<file path="src/core/sdop_pkg.sv">
package sdop_pkg;

  localparam int unsigned ADDR_W = 12;
  localparam int unsigned DATA_W = 8;
  localparam int unsigned CHAN_N = 8;
  localparam int unsigned JUMPER_W = 4;

  // Decode: upper bits must be zero, bits [4:1] compare to the jumper, bit 0 ignored
  localparam int unsigned BASE_LSB = 1;
  localparam int unsigned BASE_MSB = 4;
  localparam int unsigned RANGE_LSB = 5;

  localparam logic [DATA_W-1:0] SWITCH_RST = 8'h00;
  localparam logic [DATA_W-1:0] READBACK_RST = 8'h00;
  localparam logic [ADDR_W-RANGE_LSB-1:0] RANGE_ZERO = 7'h00;

  typedef struct packed {
    logic sel;
    logic wr;
    logic [ADDR_W-1:0] addr;
    logic [DATA_W-1:0] data;
  } sdop_bus_req_t;

  typedef enum logic [1:0] {
    SDOP_IDLE = 2'h0,
    SDOP_HOLD = 2'h1
  } sdop_state_t;

endpackage : sdop_pkg

</file>
<file path="src/core/sdop_port.sv">
`timescale 1ns/1ps
// Behaviour
// - Eight-bit switch and status, bit n channel n
// - Written 1 energizes, written 0 de-energizes
// - Status bits follow actual output state
// - One address: write switch, read status
// - Jumper picks base, two-byte boundary, 000-01F
// - Twelve-bit address, eight-bit two-way data, handshaked
module sdop_port (
  input wire logic ref_clk_in,
  input wire logic sys_rst_in,
  input wire sdop_pkg::sdop_bus_req_t bus_req_in,
  input wire logic [sdop_pkg::JUMPER_W-1:0] base_jumper_in,
  input wire logic [sdop_pkg::CHAN_N-1:0] chan_sense_in,
  output logic [sdop_pkg::DATA_W-1:0] bus_data_out,
  output logic bus_data_oe_out,
  output logic bus_ack_n_out,
  output logic [sdop_pkg::CHAN_N-1:0] chan_drive_out
);

  // Transfer state and handshake
  sdop_pkg::sdop_state_t state_r;
  sdop_pkg::sdop_state_t state_nxt;
  logic ack_n_r;
  logic ack_n_nxt;
  logic oe_r;
  logic oe_nxt;

  // Channel and read data registers
  logic [sdop_pkg::DATA_W-1:0] switch_r;
  logic [sdop_pkg::DATA_W-1:0] switch_nxt;
  logic [sdop_pkg::DATA_W-1:0] readback_r;
  logic [sdop_pkg::DATA_W-1:0] readback_nxt;
  logic [sdop_pkg::DATA_W-1:0] data_r;
  logic [sdop_pkg::DATA_W-1:0] data_nxt;

  // Request fields
  sdop_pkg::sdop_bus_req_t req;
  wire logic req_sel;
  wire logic req_wr;
  wire logic [sdop_pkg::ADDR_W-1:0] req_addr;
  wire logic [sdop_pkg::DATA_W-1:0] req_data;

  assign req = bus_req_in;
  assign req_sel = req.sel;
  assign req_wr = req.wr;
  assign req_addr = req.addr;
  assign req_data = req.data;

  // Address fields
  wire logic [sdop_pkg::ADDR_W-sdop_pkg::RANGE_LSB-1:0] addr_upper;
  wire logic [sdop_pkg::JUMPER_W-1:0] addr_base;

  assign addr_upper = req_addr[sdop_pkg::ADDR_W-1:sdop_pkg::RANGE_LSB];
  assign addr_base = req_addr[sdop_pkg::BASE_MSB:sdop_pkg::BASE_LSB];

  // Upper bits must all be zero
  wire logic [sdop_pkg::ADDR_W-sdop_pkg::RANGE_LSB-1:0] upper_zero;

  for (genvar b = 0; b < sdop_pkg::ADDR_W - sdop_pkg::RANGE_LSB; b++) begin : g_upper
    assign upper_zero[b] = !addr_upper[b];
  end

  // Jumper compare, one bit at a time
  wire logic [sdop_pkg::JUMPER_W-1:0] base_match;

  for (genvar b = 0; b < sdop_pkg::JUMPER_W; b++) begin : g_base
    assign base_match[b] = (addr_base[b] == base_jumper_in[b]);
  end

  // Decode against the jumpered base
  wire logic range_ok;
  wire logic base_ok;
  wire logic hit;

  assign range_ok = &upper_zero;
  assign base_ok = &base_match;
  assign hit = req_sel && range_ok && base_ok;

  // Transfer qualifiers
  wire logic in_idle;
  wire logic in_hold;
  wire logic sel_low;
  wire logic start;
  wire logic wr_go;
  wire logic rd_go;
  wire logic done;

  // Take, then hold until the strobe falls
  assign in_idle = (state_r == sdop_pkg::SDOP_IDLE);
  assign in_hold = (state_r == sdop_pkg::SDOP_HOLD);
  assign sel_low = !req_sel;
  assign start = in_idle && hit;
  assign wr_go = start && req_wr;
  assign rd_go = start && !req_wr;
  assign done = in_hold && sel_low;

  // Next state
  always_comb begin
    state_nxt = state_r;
    case (state_r)
      sdop_pkg::SDOP_IDLE: begin
        // Wait for a matching request
        if (start) begin
          state_nxt = sdop_pkg::SDOP_HOLD;
        end
      end
      sdop_pkg::SDOP_HOLD: begin
        // Wait for the strobe to fall
        if (done) begin
          state_nxt = sdop_pkg::SDOP_IDLE;
        end
      end
      default: begin
        // Recover from an unused code
        state_nxt = sdop_pkg::SDOP_IDLE;
      end
    endcase
  end

  // Handshake next values
  always_comb begin
    ack_n_nxt = ack_n_r;
    oe_nxt = oe_r;
    data_nxt = data_r;
    case (state_r)
      sdop_pkg::SDOP_IDLE: begin
        // Acknowledge and drive on the edge after the take
        ack_n_nxt = !start;
        oe_nxt = rd_go;
        if (rd_go) begin
          data_nxt = readback_r;
        end
      end
      sdop_pkg::SDOP_HOLD: begin
        // Release one edge after the strobe falls
        ack_n_nxt = done;
        oe_nxt = oe_r && !done;
      end
      default: begin
        ack_n_nxt = 1'b1;
        oe_nxt = 1'b0;
      end
    endcase
  end

  // Transfer state
  always_ff @(posedge ref_clk_in) begin
    if (sys_rst_in) begin
      state_r <= sdop_pkg::SDOP_IDLE;
    end else begin
      state_r <= state_nxt;
    end
  end

  // Acknowledge, low while the transfer holds
  always_ff @(posedge ref_clk_in) begin
    if (sys_rst_in) begin
      ack_n_r <= 1'b1;
    end else begin
      ack_n_r <= ack_n_nxt;
    end
  end

  // Data drive enable, high for reads only
  always_ff @(posedge ref_clk_in) begin
    if (sys_rst_in) begin
      oe_r <= 1'b0;
    end else begin
      oe_r <= oe_nxt;
    end
  end

  // Read data register
  always_ff @(posedge ref_clk_in) begin
    if (sys_rst_in) begin
      data_r <= sdop_pkg::READBACK_RST;
    end else begin
      data_r <= data_nxt;
    end
  end

  // Per-channel switch and readback
  for (genvar ch = 0; ch < sdop_pkg::CHAN_N; ch++) begin : g_chan
    wire logic ch_set;
    wire logic ch_clear;
    wire logic ch_sense;

    assign ch_set = wr_go && req_data[ch];
    assign ch_clear = wr_go && !req_data[ch];
    assign ch_sense = chan_sense_in[ch];
    assign switch_nxt[ch] = ch_set ? 1'b1 : (ch_clear ? 1'b0 : switch_r[ch]);
    assign readback_nxt[ch] = ch_sense;

    // Switch bit, cleared by reset
    always_ff @(posedge ref_clk_in) begin
      if (sys_rst_in) begin
        switch_r[ch] <= sdop_pkg::SWITCH_RST[ch];
      end else begin
        switch_r[ch] <= switch_nxt[ch];
      end
    end

    // Status bit follows the load
    always_ff @(posedge ref_clk_in) begin
      if (sys_rst_in) begin
        readback_r[ch] <= sdop_pkg::READBACK_RST[ch];
      end else begin
        readback_r[ch] <= readback_nxt[ch];
      end
    end
  end

  // Outputs straight from registers
  assign chan_drive_out = switch_r;
  assign bus_data_out = data_r;
  assign bus_data_oe_out = oe_r;
  assign bus_ack_n_out = ack_n_r;

endmodule : sdop_port

</file>
<file path="config.mk">
export PLATFORM = sky130hd
export DESIGN_NAME = sdop_port
export DESIGN_NICKNAME = d
export VERILOG_FILES = /design/src/core/sdop_pkg.sv /design/src/core/sdop_port.sv
export SDC_FILE = /design/constraint.sdc
export NUM_CORES = 1
export LEC_CHECK = 0
export BUFFER_PORTS_ARGS = -buffer_cell sky130_fd_sc_hd__buf_4
export CORE_UTILIZATION = 40
export CTS_CLUSTER_DIAMETER = 50
export DETAILED_ROUTE_END_ITERATION = 10
export GPL_TIMING_DRIVEN = 1
export PLACE_DENSITY = 0.84
export SYNTH_ARGS = -nofsm -noshare
export SYNTH_HDL_FRONTEND = slang
export SYNTH_SLANG_ARGS = --single-unit
</file>
<file path="constraint.sdc">
create_clock -name ref_clk_in -period 1.25 [get_ports ref_clk_in]
set_input_delay 0.1875 -clock ref_clk_in [delete_from_list [all_inputs] [get_ports ref_clk_in]]
set_output_delay 0.1875 -clock ref_clk_in [all_outputs]
set_load 0.005 [all_outputs]
</file>
==> results.py, run 1 <==
metrics = {
    "clock_network": {
        "cts_root_buffer": "clkbuf_4",
        "h-tree-depth": 1,
        "clock-sinks": 27,
        "cts_hold_buf": 0,
        "clkLatencyLatePin_ps": 330,
        "clockBufferDepth": 2,
        "path_clk_slew_ps": 150,
        "cts_setup_buffers": 0,
        "cts_tree": "yes",
        "cts-buffers-inserted": 3,
    },
    "placed_design": {
        "pre_cts_slack_ps": -341.9,
        "gp_congestion": 0.7431,
        "io_buffers": 52,
        "hpwlAfterDp_um": 2097,
        "place_inst": 200,
    },
    "timing": {
        "slew_viol_final": 0,
        "max-slew-margin-rel": 0.8239,
        "hold_ws_ps": 45.98,
        "min_period_ps": 1365,
        "final.setup.tns_ps": -1158,
        "finClkSkew_ps": 13.16,
        "worst_slack_ps": -114.8,
        "rsz0062_at_grt": "yes",
        "fmax_mhz": 732.7,
        "hold_viol": 0,
        "worstMarginPinSlew_ps": 264.2,
        "fin_crit_sh": 1.092,
        "setup_violations": 16,
    },
    "floorplan": {
        "coreArea_sq_um": 2567,
        "io_pins": 54,
        "dieWidth_um": 55.18,
        "rows": 18,
        "die_h_um": 55.18,
        "start_util": 0.4405,
        "dieArea_sq_um": 3044,
    },
    "drt": {
        "ant_nets": 0,
        "dr.pass1.iters": 4,
        "drt_iter0_markers": 20,
        "wire_per_inst_um": 14.36,
        "drc": 0,
        "wl_um": 2943,
        "vias": 1130,
        "viasPerCell": 5.512,
    },
    "final_layout": {
        "fin_nets": 212,
        "final_common_cell": "buf_4",
        "stdcell_count": 205,
        "final_cell_mix": "buf_4 (65), dfxtp_1 (27), a21oi_1 (17)",
        "area_delta_synth_final_pct": 54.76,
        "diodes": 0,
        "layout-drive-gt1-share": 0.5200,
        "fill_cells": 202,
    },
    "outcome": {
        "status": "finished with violations",
        "violations": "negative setup slack",
    },
    "logic_synthesis": {
        "synth_top_area_frac": 0.4779,
        "syn_avg_cell_area_sq_um": 9.751,
        "ys_seq_elements": 27,
        "syn-num-nets": 152,
        "synth_area_sq_um": 1131,
        "yosys_warnings": 0,
        "synth_area_leaders": "dfxtp_1 (48%), o31ai_1 (11%), nand4_1 (8.8%), a21oi_1 (7.5%), nor2b_1 (4.4%)",
        "ys_seq_area_frac": 0.4779,
        "synth_cell_types": 26,
        "synth.largest_area_cell": "dfxtp_1",
        "syn_inst": 116,
    },
    "worst_setup_path": {
        "start_kind": "flip-flop",
        "crit_required_ps": 1490,
        "path_max_fanout": 8,
        "critPathKind": "reg -> reg",
        "cp.arrival_ps": 1600,
        "worstSetupEndpointType": "flip-flop",
    },
    "power_and_ir_drop": {
        "ir_drop_mv": 0.9042,
        "p_leak_nw": 0.6891,
        "total_power_mw": 1.508,
        "cellPowerDensity_nw_per_um2": 861.7,
    },
    "run": {
        "maxCapViolCount": 0,
    },
    "grt": {
        "grt_pass1_vias": 1016,
        "grt_pass1_wl_um": 4388,
        "antenna_found_initial": 0,
        "grt.total_usage": 0.2086,
        "gr-total-overflow": 0,
        "grt_max_degree": 28,
    },
    "hold_path": {
        "min_path_type": "in -> reg",
    },
}
repair_timing:
| item | CTS | global route |
|---|---|---|
| pin swaps | 0 | 1 |
| endpoints found under the setup margin | 15 | 17 |
| gates cloned | 0 | 1 |
| gates resized for setup | 6 | 12 |
worst max-delay path, cell delays in order (launching register included):
cell,delay [ps]
dfxtp_1,340
or4b_4,600
o31ai_2,220
a21oi_1,100
power breakdown:
group / total (mW) / internal, mW / switching, mW
Combinational: 0.235 / 0.125 / 0.109
Clock: 0.395 / 0.131 / 0.265
Sequential: 0.878 / 0.875 / 0.00385
worst paths after layout:
kind	from	endpoint	slack (ps)	depth (start not counted)
worst min register to register	readback_r[0]	bus_data_out[0]	470	2
worst max-delay path	state_r[0]	bus_data_out[1]	-110	3
worst max register to register	state_r[0]	bus_data_out[1]	-110	3
worst min-delay path	chan_sense_in[5]	readback_r[5]	50	2
layout make-up:
class	count	area [sq um]	area share
multi-input combinational	77	644.4	0.3681
clock buffer	3	22.52	0.01287
tap	30	37.54	0.02144
sequential	27	540.5	0.3088
inverter	1	3.754	0.002144
timing repair buffer	66	493.0	0.2816
clock inverter	1	8.758	0.005004
flip-flops by register name (all words and copies together) (netlist names):
| name | cells |
|---|---|
| bus_data_out | 8 |
| bus_data_oe_out | 1 |
| bus_ack_n_out | 1 |
| chan_drive_out | 8 |
| state_r | 1 |
| readback_r | 8 |
cells by family after synthesis:
logic type | count (synthesis) | synth area share
AOI/OAI and AO/OA | 36 | 0.2102
xor gates and xnor gates | 3 | 0.02323
and+or+nand+nor | 38 | 0.2378
DFF | 27 | 0.4779
buffers and inverters | 12 | 0.05088
stage by stage:
| stage | area, sq um | utilization |
|---|---|---|
| final | 1750 | 0.6818 |
| after floorplan | 1165 | - |
| after global routing | 1750 | 0.6818 |
| after global placement | 1627 | 0.6335 |
| after CTS | 1687 | 0.6569 |
| after detailed placement | 1627 | 0.6335 |
synthesized netlist by cell type:
master / number
dfxtp_1: 27
a21oi_1: 17
nand4_1: 16
o31ai_1: 16
nor2b_1: 8
clkbuf_1: 5
buf_2: 4
xnor2_1: 3
buf_4: 2
nand3_1: 2
a31oi_1: 1
and2_1: 1
and4b_1: 1
inv_1: 1
nand2_1: 1
nand4b_1: 1
nor2b_4: 1
nor3_1: 1
nor3b_1: 1
nor4_2: 1
nor4b_2: 1
o2111a_1: 1
o2111ai_2: 1
or2b_1: 1
or3b_1: 1
or4b_1: 1
per-layer routing:
metal  wire [um]  share of wire  track usage
met2        1540           0.52       0.3735
met5           0              0            0
met3         231          0.078      0.07104
met1        1121           0.38       0.2174
met4          50          0.017      0.09583
(Power assumes the default switching activity.)
==> inputs of run 2 (changes only) <==
CELL_PAD_IN_SITES_DETAIL_PLACEMENT = 0   (was not set)
CELL_PAD_IN_SITES_GLOBAL_PLACEMENT = 1   (was not set)
CORE_MARGIN = 4   (was not set)
CORE_UTILIZATION = 29   (was 40)
==> run 2 against run 1 <==
Net effect:
- the flow still finishes with violations (negative setup slack)
- utilization fell by 20 points
- sequential power about the same
- sequential share of layout area decreased by 0.64 points
- maximum frequency is 0.50% higher
- total power is 5.3% higher
- hold slack gained 78 ps
- critical path type unchanged
- largest power group unchanged
- highest routed layer unchanged
==> results.py, run 2 (synthesis gave the netlist of run 1 again) <==
metrics = {
    "placed_design": {
        "hpwlAfterDp_um": 2464,
        "place_inst": 217,
        "io_buffers": 52,
        "gp_congestion": 0.8339,
        "pre_cts_slack_ps": -300.2,
    },
    "worst_setup_path": {
        "worstPathCellList": "or4b_4, o31ai_1, a21oi_1",
        "crit_required_ps": 1400,
        "worstSetupEndpointType": "flip-flop",
        "path_max_fanout": 8,
        "start_kind": "flip-flop",
        "cp.arrival_ps": 1510,
        "crit_slowest_cell": "or4b_4",
        "critPathKind": "reg -> reg",
        "max_stage_delay_ps": 590,
        "cp_top_family": "simple AND/OR/NAND/NOR gates",
        "crit_path_start": "state_r[0]",
        "crit_buf_inv": 0,
        "r2r_start": "state_r[0]",
    },
    "timing": {
        "rsz0062_at_grt": "yes",
        "worstMarginPinSlew_ps": 274.5,
        "final.setup.tns_ps": -1110,
        "fin_crit_sh": 1.086,
        "finClkSkew_ps": 2.281,
        "worst_slack_ps": -108.1,
        "setup_violations": 15,
        "min_period_ps": 1358,
        "hold_ws_ps": 123.6,
        "fmax_mhz": 736.3,
        "slew_viol_final": 0,
        "hold_viol": 0,
        "max-slew-margin-rel": 0.8170,
    },
    "floorplan": {
        "io_pins": 54,
        "die_h_um": 70.45,
        "start_util": 0.3044,
        "dieArea_sq_um": 4963,
        "coreArea_sq_um": 3716,
        "rows": 22,
        "dieWidth_um": 70.45,
    },
    "clock_network": {
        "cts_root_buffer": "clkbuf_8",
        "clock-sinks": 27,
        "cts-buffers-inserted": 3,
        "clockBufferDepth": 2,
        "path_clk_slew_ps": 90,
        "cts_setup_buffers": 0,
        "cts_tree": "yes",
        "h-tree-depth": 1,
        "clkLatencyLatePin_ps": 260,
    },
    "final_layout": {
        "diodes": 0,
        "final_cell_mix": "buf_4 (63), dfxtp_1 (26), a21oi_1 (17)",
        "final_common_cell": "buf_4",
        "area_delta_synth_final_pct": 58.41,
        "fin_nets": 211,
        "layout-drive-gt1-share": 0.5000,
        "stdcell_count": 222,
    },
    "drt": {
        "drc": 0,
        "vias": 1120,
        "dr.pass1.iters": 4,
        "wl_um": 3222,
        "ant_nets": 0,
        "wire_per_inst_um": 14.51,
        "viasPerCell": 5.045,
        "drt_iter0_markers": 43,
    },
    "power_and_ir_drop": {
        "p_leak_nw": 0.6956,
        "cellPowerDensity_nw_per_um2": 886.7,
        "ir_drop_mv": 0.7044,
    },
    "grt": {
        "antenna_found_initial": 0,
        "grt_pass1_wl_um": 5257,
        "grt.total_usage": 0.1283,
        "gr-total-overflow": 0,
        "grt_max_degree": 28,
        "grt_pass1_vias": 1134,
    },
    "hold_path": {
        "min_path_type": "in -> reg",
        "min_from": "chan_sense_in[4]",
    },
    "outcome": {
        "status": "finished with violations",
        "violations": "negative setup slack",
    },
    "run": {
        "maxCapViolCount": 0,
    },
}
## run 2: routing by layer
metal | up-vias | part of all wire | global-route usage
met5 | - | 0 | 0
met4 | 0 | 0.0093 | 0.03191
met3 | 2 | 0.070 | 0.02878
met2 | 39 | 0.53 | 0.2266
met1 | 520 | 0.40 | 0.1558
li1 | 559 | - | -
## run 2: worst paths after layout
kind / endpoint / slack (ps) / cells after the start
hold / removal: readback_r[4] / 120 / 2
setup reg to reg: bus_data_out[0] / -110 / 3
setup / recovery: bus_data_out[0] / -110 / 3
hold reg to reg: bus_data_out[0] / 460 / 2
## run 2: cell type report
type                    instances  area [sq um]
inverters                       1         3.754
clock buffers                   3         41.29
repair buffers                 65         489.2
fillers                       357          1924
flip-flops and latches         27         541.8
well taps                      48         60.06
multi-input cells              77         650.6
clock inverters                 1         5.005
## run 2: report_power, final
group	total (mW)	internal [mW]	switching [mW]
clock network	0.474	0.223	0.251
registers	0.877	0.873	0.00414
logic	0.238	0.126	0.112
## run 2: metrics by stage
stage | area (sq um) | utilization | total power [mW]
floorplan | 1165 | - | 0.9880
global placement | 1642 | 0.4418 | 1.104
detailed placement | 1642 | 0.4418 | 1.115
CTS | 1705 | 0.4589 | 1.590
global route | 1792 | 0.4822 | 1.655
finish | 1792 | 0.4822 | 1.589
## run 2: repair_timing
action,CTS,global route
resized for setup,4,15
setup endpoints to repair,16,17
cloned,0,1
hold buffers,0,0
pin swaps,0,7
==> inputs of run 3 (changes only) <==
GPL_TIMING_DRIVEN = 0   (was 1)
==> run 3 against run 2 <==
Net effect:
- the run still ends with negative setup slack left
- clock skew is 2.0 ps higher
- hold slack got worse by 11 ps
- first-iteration DRC count down 19%
- via count increased by 1.1%
- register-to-register slack worse by 90 ps
- count of clock-buffer cells in the layout is the same
- cell area grew 6.5%
- combinational power grew 5%
- sequential power barely moved
- sequential cell count did not move
- critical endpoint is now bus_data_out[6]
- highest routed layer unchanged
==> results.py, run 3 (synthesis gave the netlist of run 1 again) <==
metrics = {
    "drt": {
        "vias": 1132,
        "wire_per_inst_um": 14.96,
        "wl_um": 3322,
        "dr.pass1.iters": 4,
        "ant_nets": 0,
        "viasPerCell": 5.099,
        "drc": 0,
        "drt_iter0_markers": 35,
    },
    "worst_setup_path": {
        "r2r_setup_slack_ps": -200,
        "r2r_end": "bus_data_out[6]",
        "crit_required_ps": 1400,
        "worstSetupEndpointType": "flip-flop",
        "critPathKind": "reg -> reg",
        "crit_path_start": "state_r[0]",
        "r2r_start": "state_r[0]",
        "start_kind": "flip-flop",
        "ff2ff_path_depth": 3,
        "path_max_fanout": 8,
        "cp.arrival_ps": 1610,
        "crit_path_end": "bus_data_out[6]",
    },
    "final_layout": {
        "seq_area_sq_um": 544.3,
        "final_common_cell": "buf_4",
        "final_cell_mix": "buf_4 (57), dfxtp_1 (26), nand4_1 (16)",
        "multi_input_area_sq_um": 772.0,
        "layout-drive-gt1-share": 0.5575,
        "fin_util": 0.5135,
        "area_delta_synth_final_pct": 68.69,
        "fin_nets": 211,
        "fill_cells": 329,
        "diodes": 0,
    },
    "power_and_ir_drop": {
        "combPwrFrac": 0.154,
        "power.internal_mw": 1.220,
        "total_power_mw": 1.632,
        "cellPowerDensity_nw_per_um2": 855.2,
        "p_leak_nw": 0.7128,
        "ir_drop_mv": 0.4597,
        "switching_share": 0.2526,
        "power_frac_seq": 0.536,
        "pwr-share-clk": 0.310,
        "power.switching_mw": 0.4122,
    },
    "outcome": {
        "status": "finished with violations",
        "violations": "negative setup slack",
    },
    "timing": {
        "finClkSkew_ps": 4.322,
        "fmax_mhz": 688.7,
        "worst_slack_ps": -202.1,
        "slew_viol_final": 0,
        "setup_violations": 17,
        "fin_crit_sh": 1.162,
        "final.setup.tns_ps": -1892,
        "rsz0062_at_grt": "yes",
        "worstMarginPinSlew_ps": 495.5,
        "max-slew-margin-rel": 0.6697,
        "hold_viol": 0,
        "min_period_ps": 1452,
        "hold_ws_ps": 112.9,
    },
    "placed_design": {
        "hpwlAfterDp_um": 2401,
        "gp_congestion": 0.7994,
        "pre_cts_slack_ps": -394.5,
        "io_buffers": 51,
    },
    "floorplan": {
        "start_util": 0.3044,
        "dieWidth_um": 70.45,
        "coreArea_sq_um": 3716,
        "dieArea_sq_um": 4963,
        "io_pins": 54,
        "die_h_um": 70.45,
        "rows": 22,
    },
    "grt": {
        "grt_pass1_wl_um": 5168,
        "antenna_found_initial": 0,
        "grt_pass1_vias": 1126,
        "grt.total_usage": 0.1290,
        "gr-total-overflow": 0,
        "grt_max_degree": 17,
    },
    "clock_network": {
        "cts_hold_buf": 0,
        "clockBufferDepth": 2,
        "path_clk_slew_ps": 100,
        "cts_tree": "yes",
        "cts-buffers-inserted": 3,
        "clock-sinks": 27,
        "cts_root_buffer": "clkbuf_8",
        "clkLatencyLatePin_ps": 270,
        "h-tree-depth": 1,
    },
    "run": {
        "maxCapViolCount": 0,
    },
    "hold_path": {
        "min_path_type": "in -> reg",
        "worstHoldPathCells": 2,
    },
}
run 3: cell types whose count changed in the layout (fill, tap and decap cells not counted), sizes merged:
| cell | delta |
|---|---|
| buf | -4 |
| clkinvlp | +1 |
| clkinv | -1 |
| clkbuf | +4 |
run 3: worst max-delay path, stage by stage, from the launching register on:
cell and delay (ps):
dfxtp_4 370, or4b_4 610, o31ai_4 290, a21oi_2 70
run 3: worst min path at each step:
stage	start	to	slack, ps
after global routing	chan_sense_in[1]	readback_r[1]	110
after global placement	chan_sense_in[7]	readback_r[7]	400
after CTS	chan_sense_in[5]	readback_r[5]	110
after detailed placement	chan_sense_in[5]	readback_r[5]	400
after floorplan	chan_sense_in[0]	readback_r[0]	320
final	chan_sense_in[1]	readback_r[1]	110
run 3: timing repair:
| item | 4_1_cts | 5_1_grt |
|---|---|---|
| pin swaps | 4 | 21 |
| endpoints found under the setup margin | 17 | 18 |
| gates resized for setup | 18 | 25 |
| buffers inserted | 2 | 3 |
run 3: cell type report:
class / count / area share
multi-input combinational: 77 / 0.4046
sequential: 27 / 0.2852
timing repair buffer: 56 / 0.2223
tap: 48 / 0.03148
buffer: 9 / 0.02885
clock buffer: 3 / 0.02164
clock inverter: 1 / 0.003934
inverter: 1 / 0.001967
run 3: metal layers:
layer	track usage	up-vias	routed length, um	part of all wire
li1	-	560	-	-
met1	0.1569	525	1331	0.40
met2	0.2173	43	1714	0.52
met3	0.02878	4	230	0.069
met4	0.05319	0	45	0.014
met5	0	-	0	0
run 3: per-stage QoR:
stage / instances / cell area [sq um]
2_1_floorplan: 116 / 1165
3_3_place_gp: 215 / 1608
3_5_place_dp: 215 / 1608
4_1_cts: 219 / 1740
5_1_grt: 222 / 1908
6_report: 222 / 1908
run 3: power groups by stage:
stage / logic (mW) / clock network (mW) / registers (mW)
after floorplan: 0.0922 / 0 / 0.896
after global placement: 0.197 / 0 / 0.897
after detailed placement: 0.205 / 0 / 0.897
after CTS: 0.225 / 0.514 / 0.875
after global routing: 0.269 / 0.551 / 0.876
final: 0.251 / 0.505 / 0.875
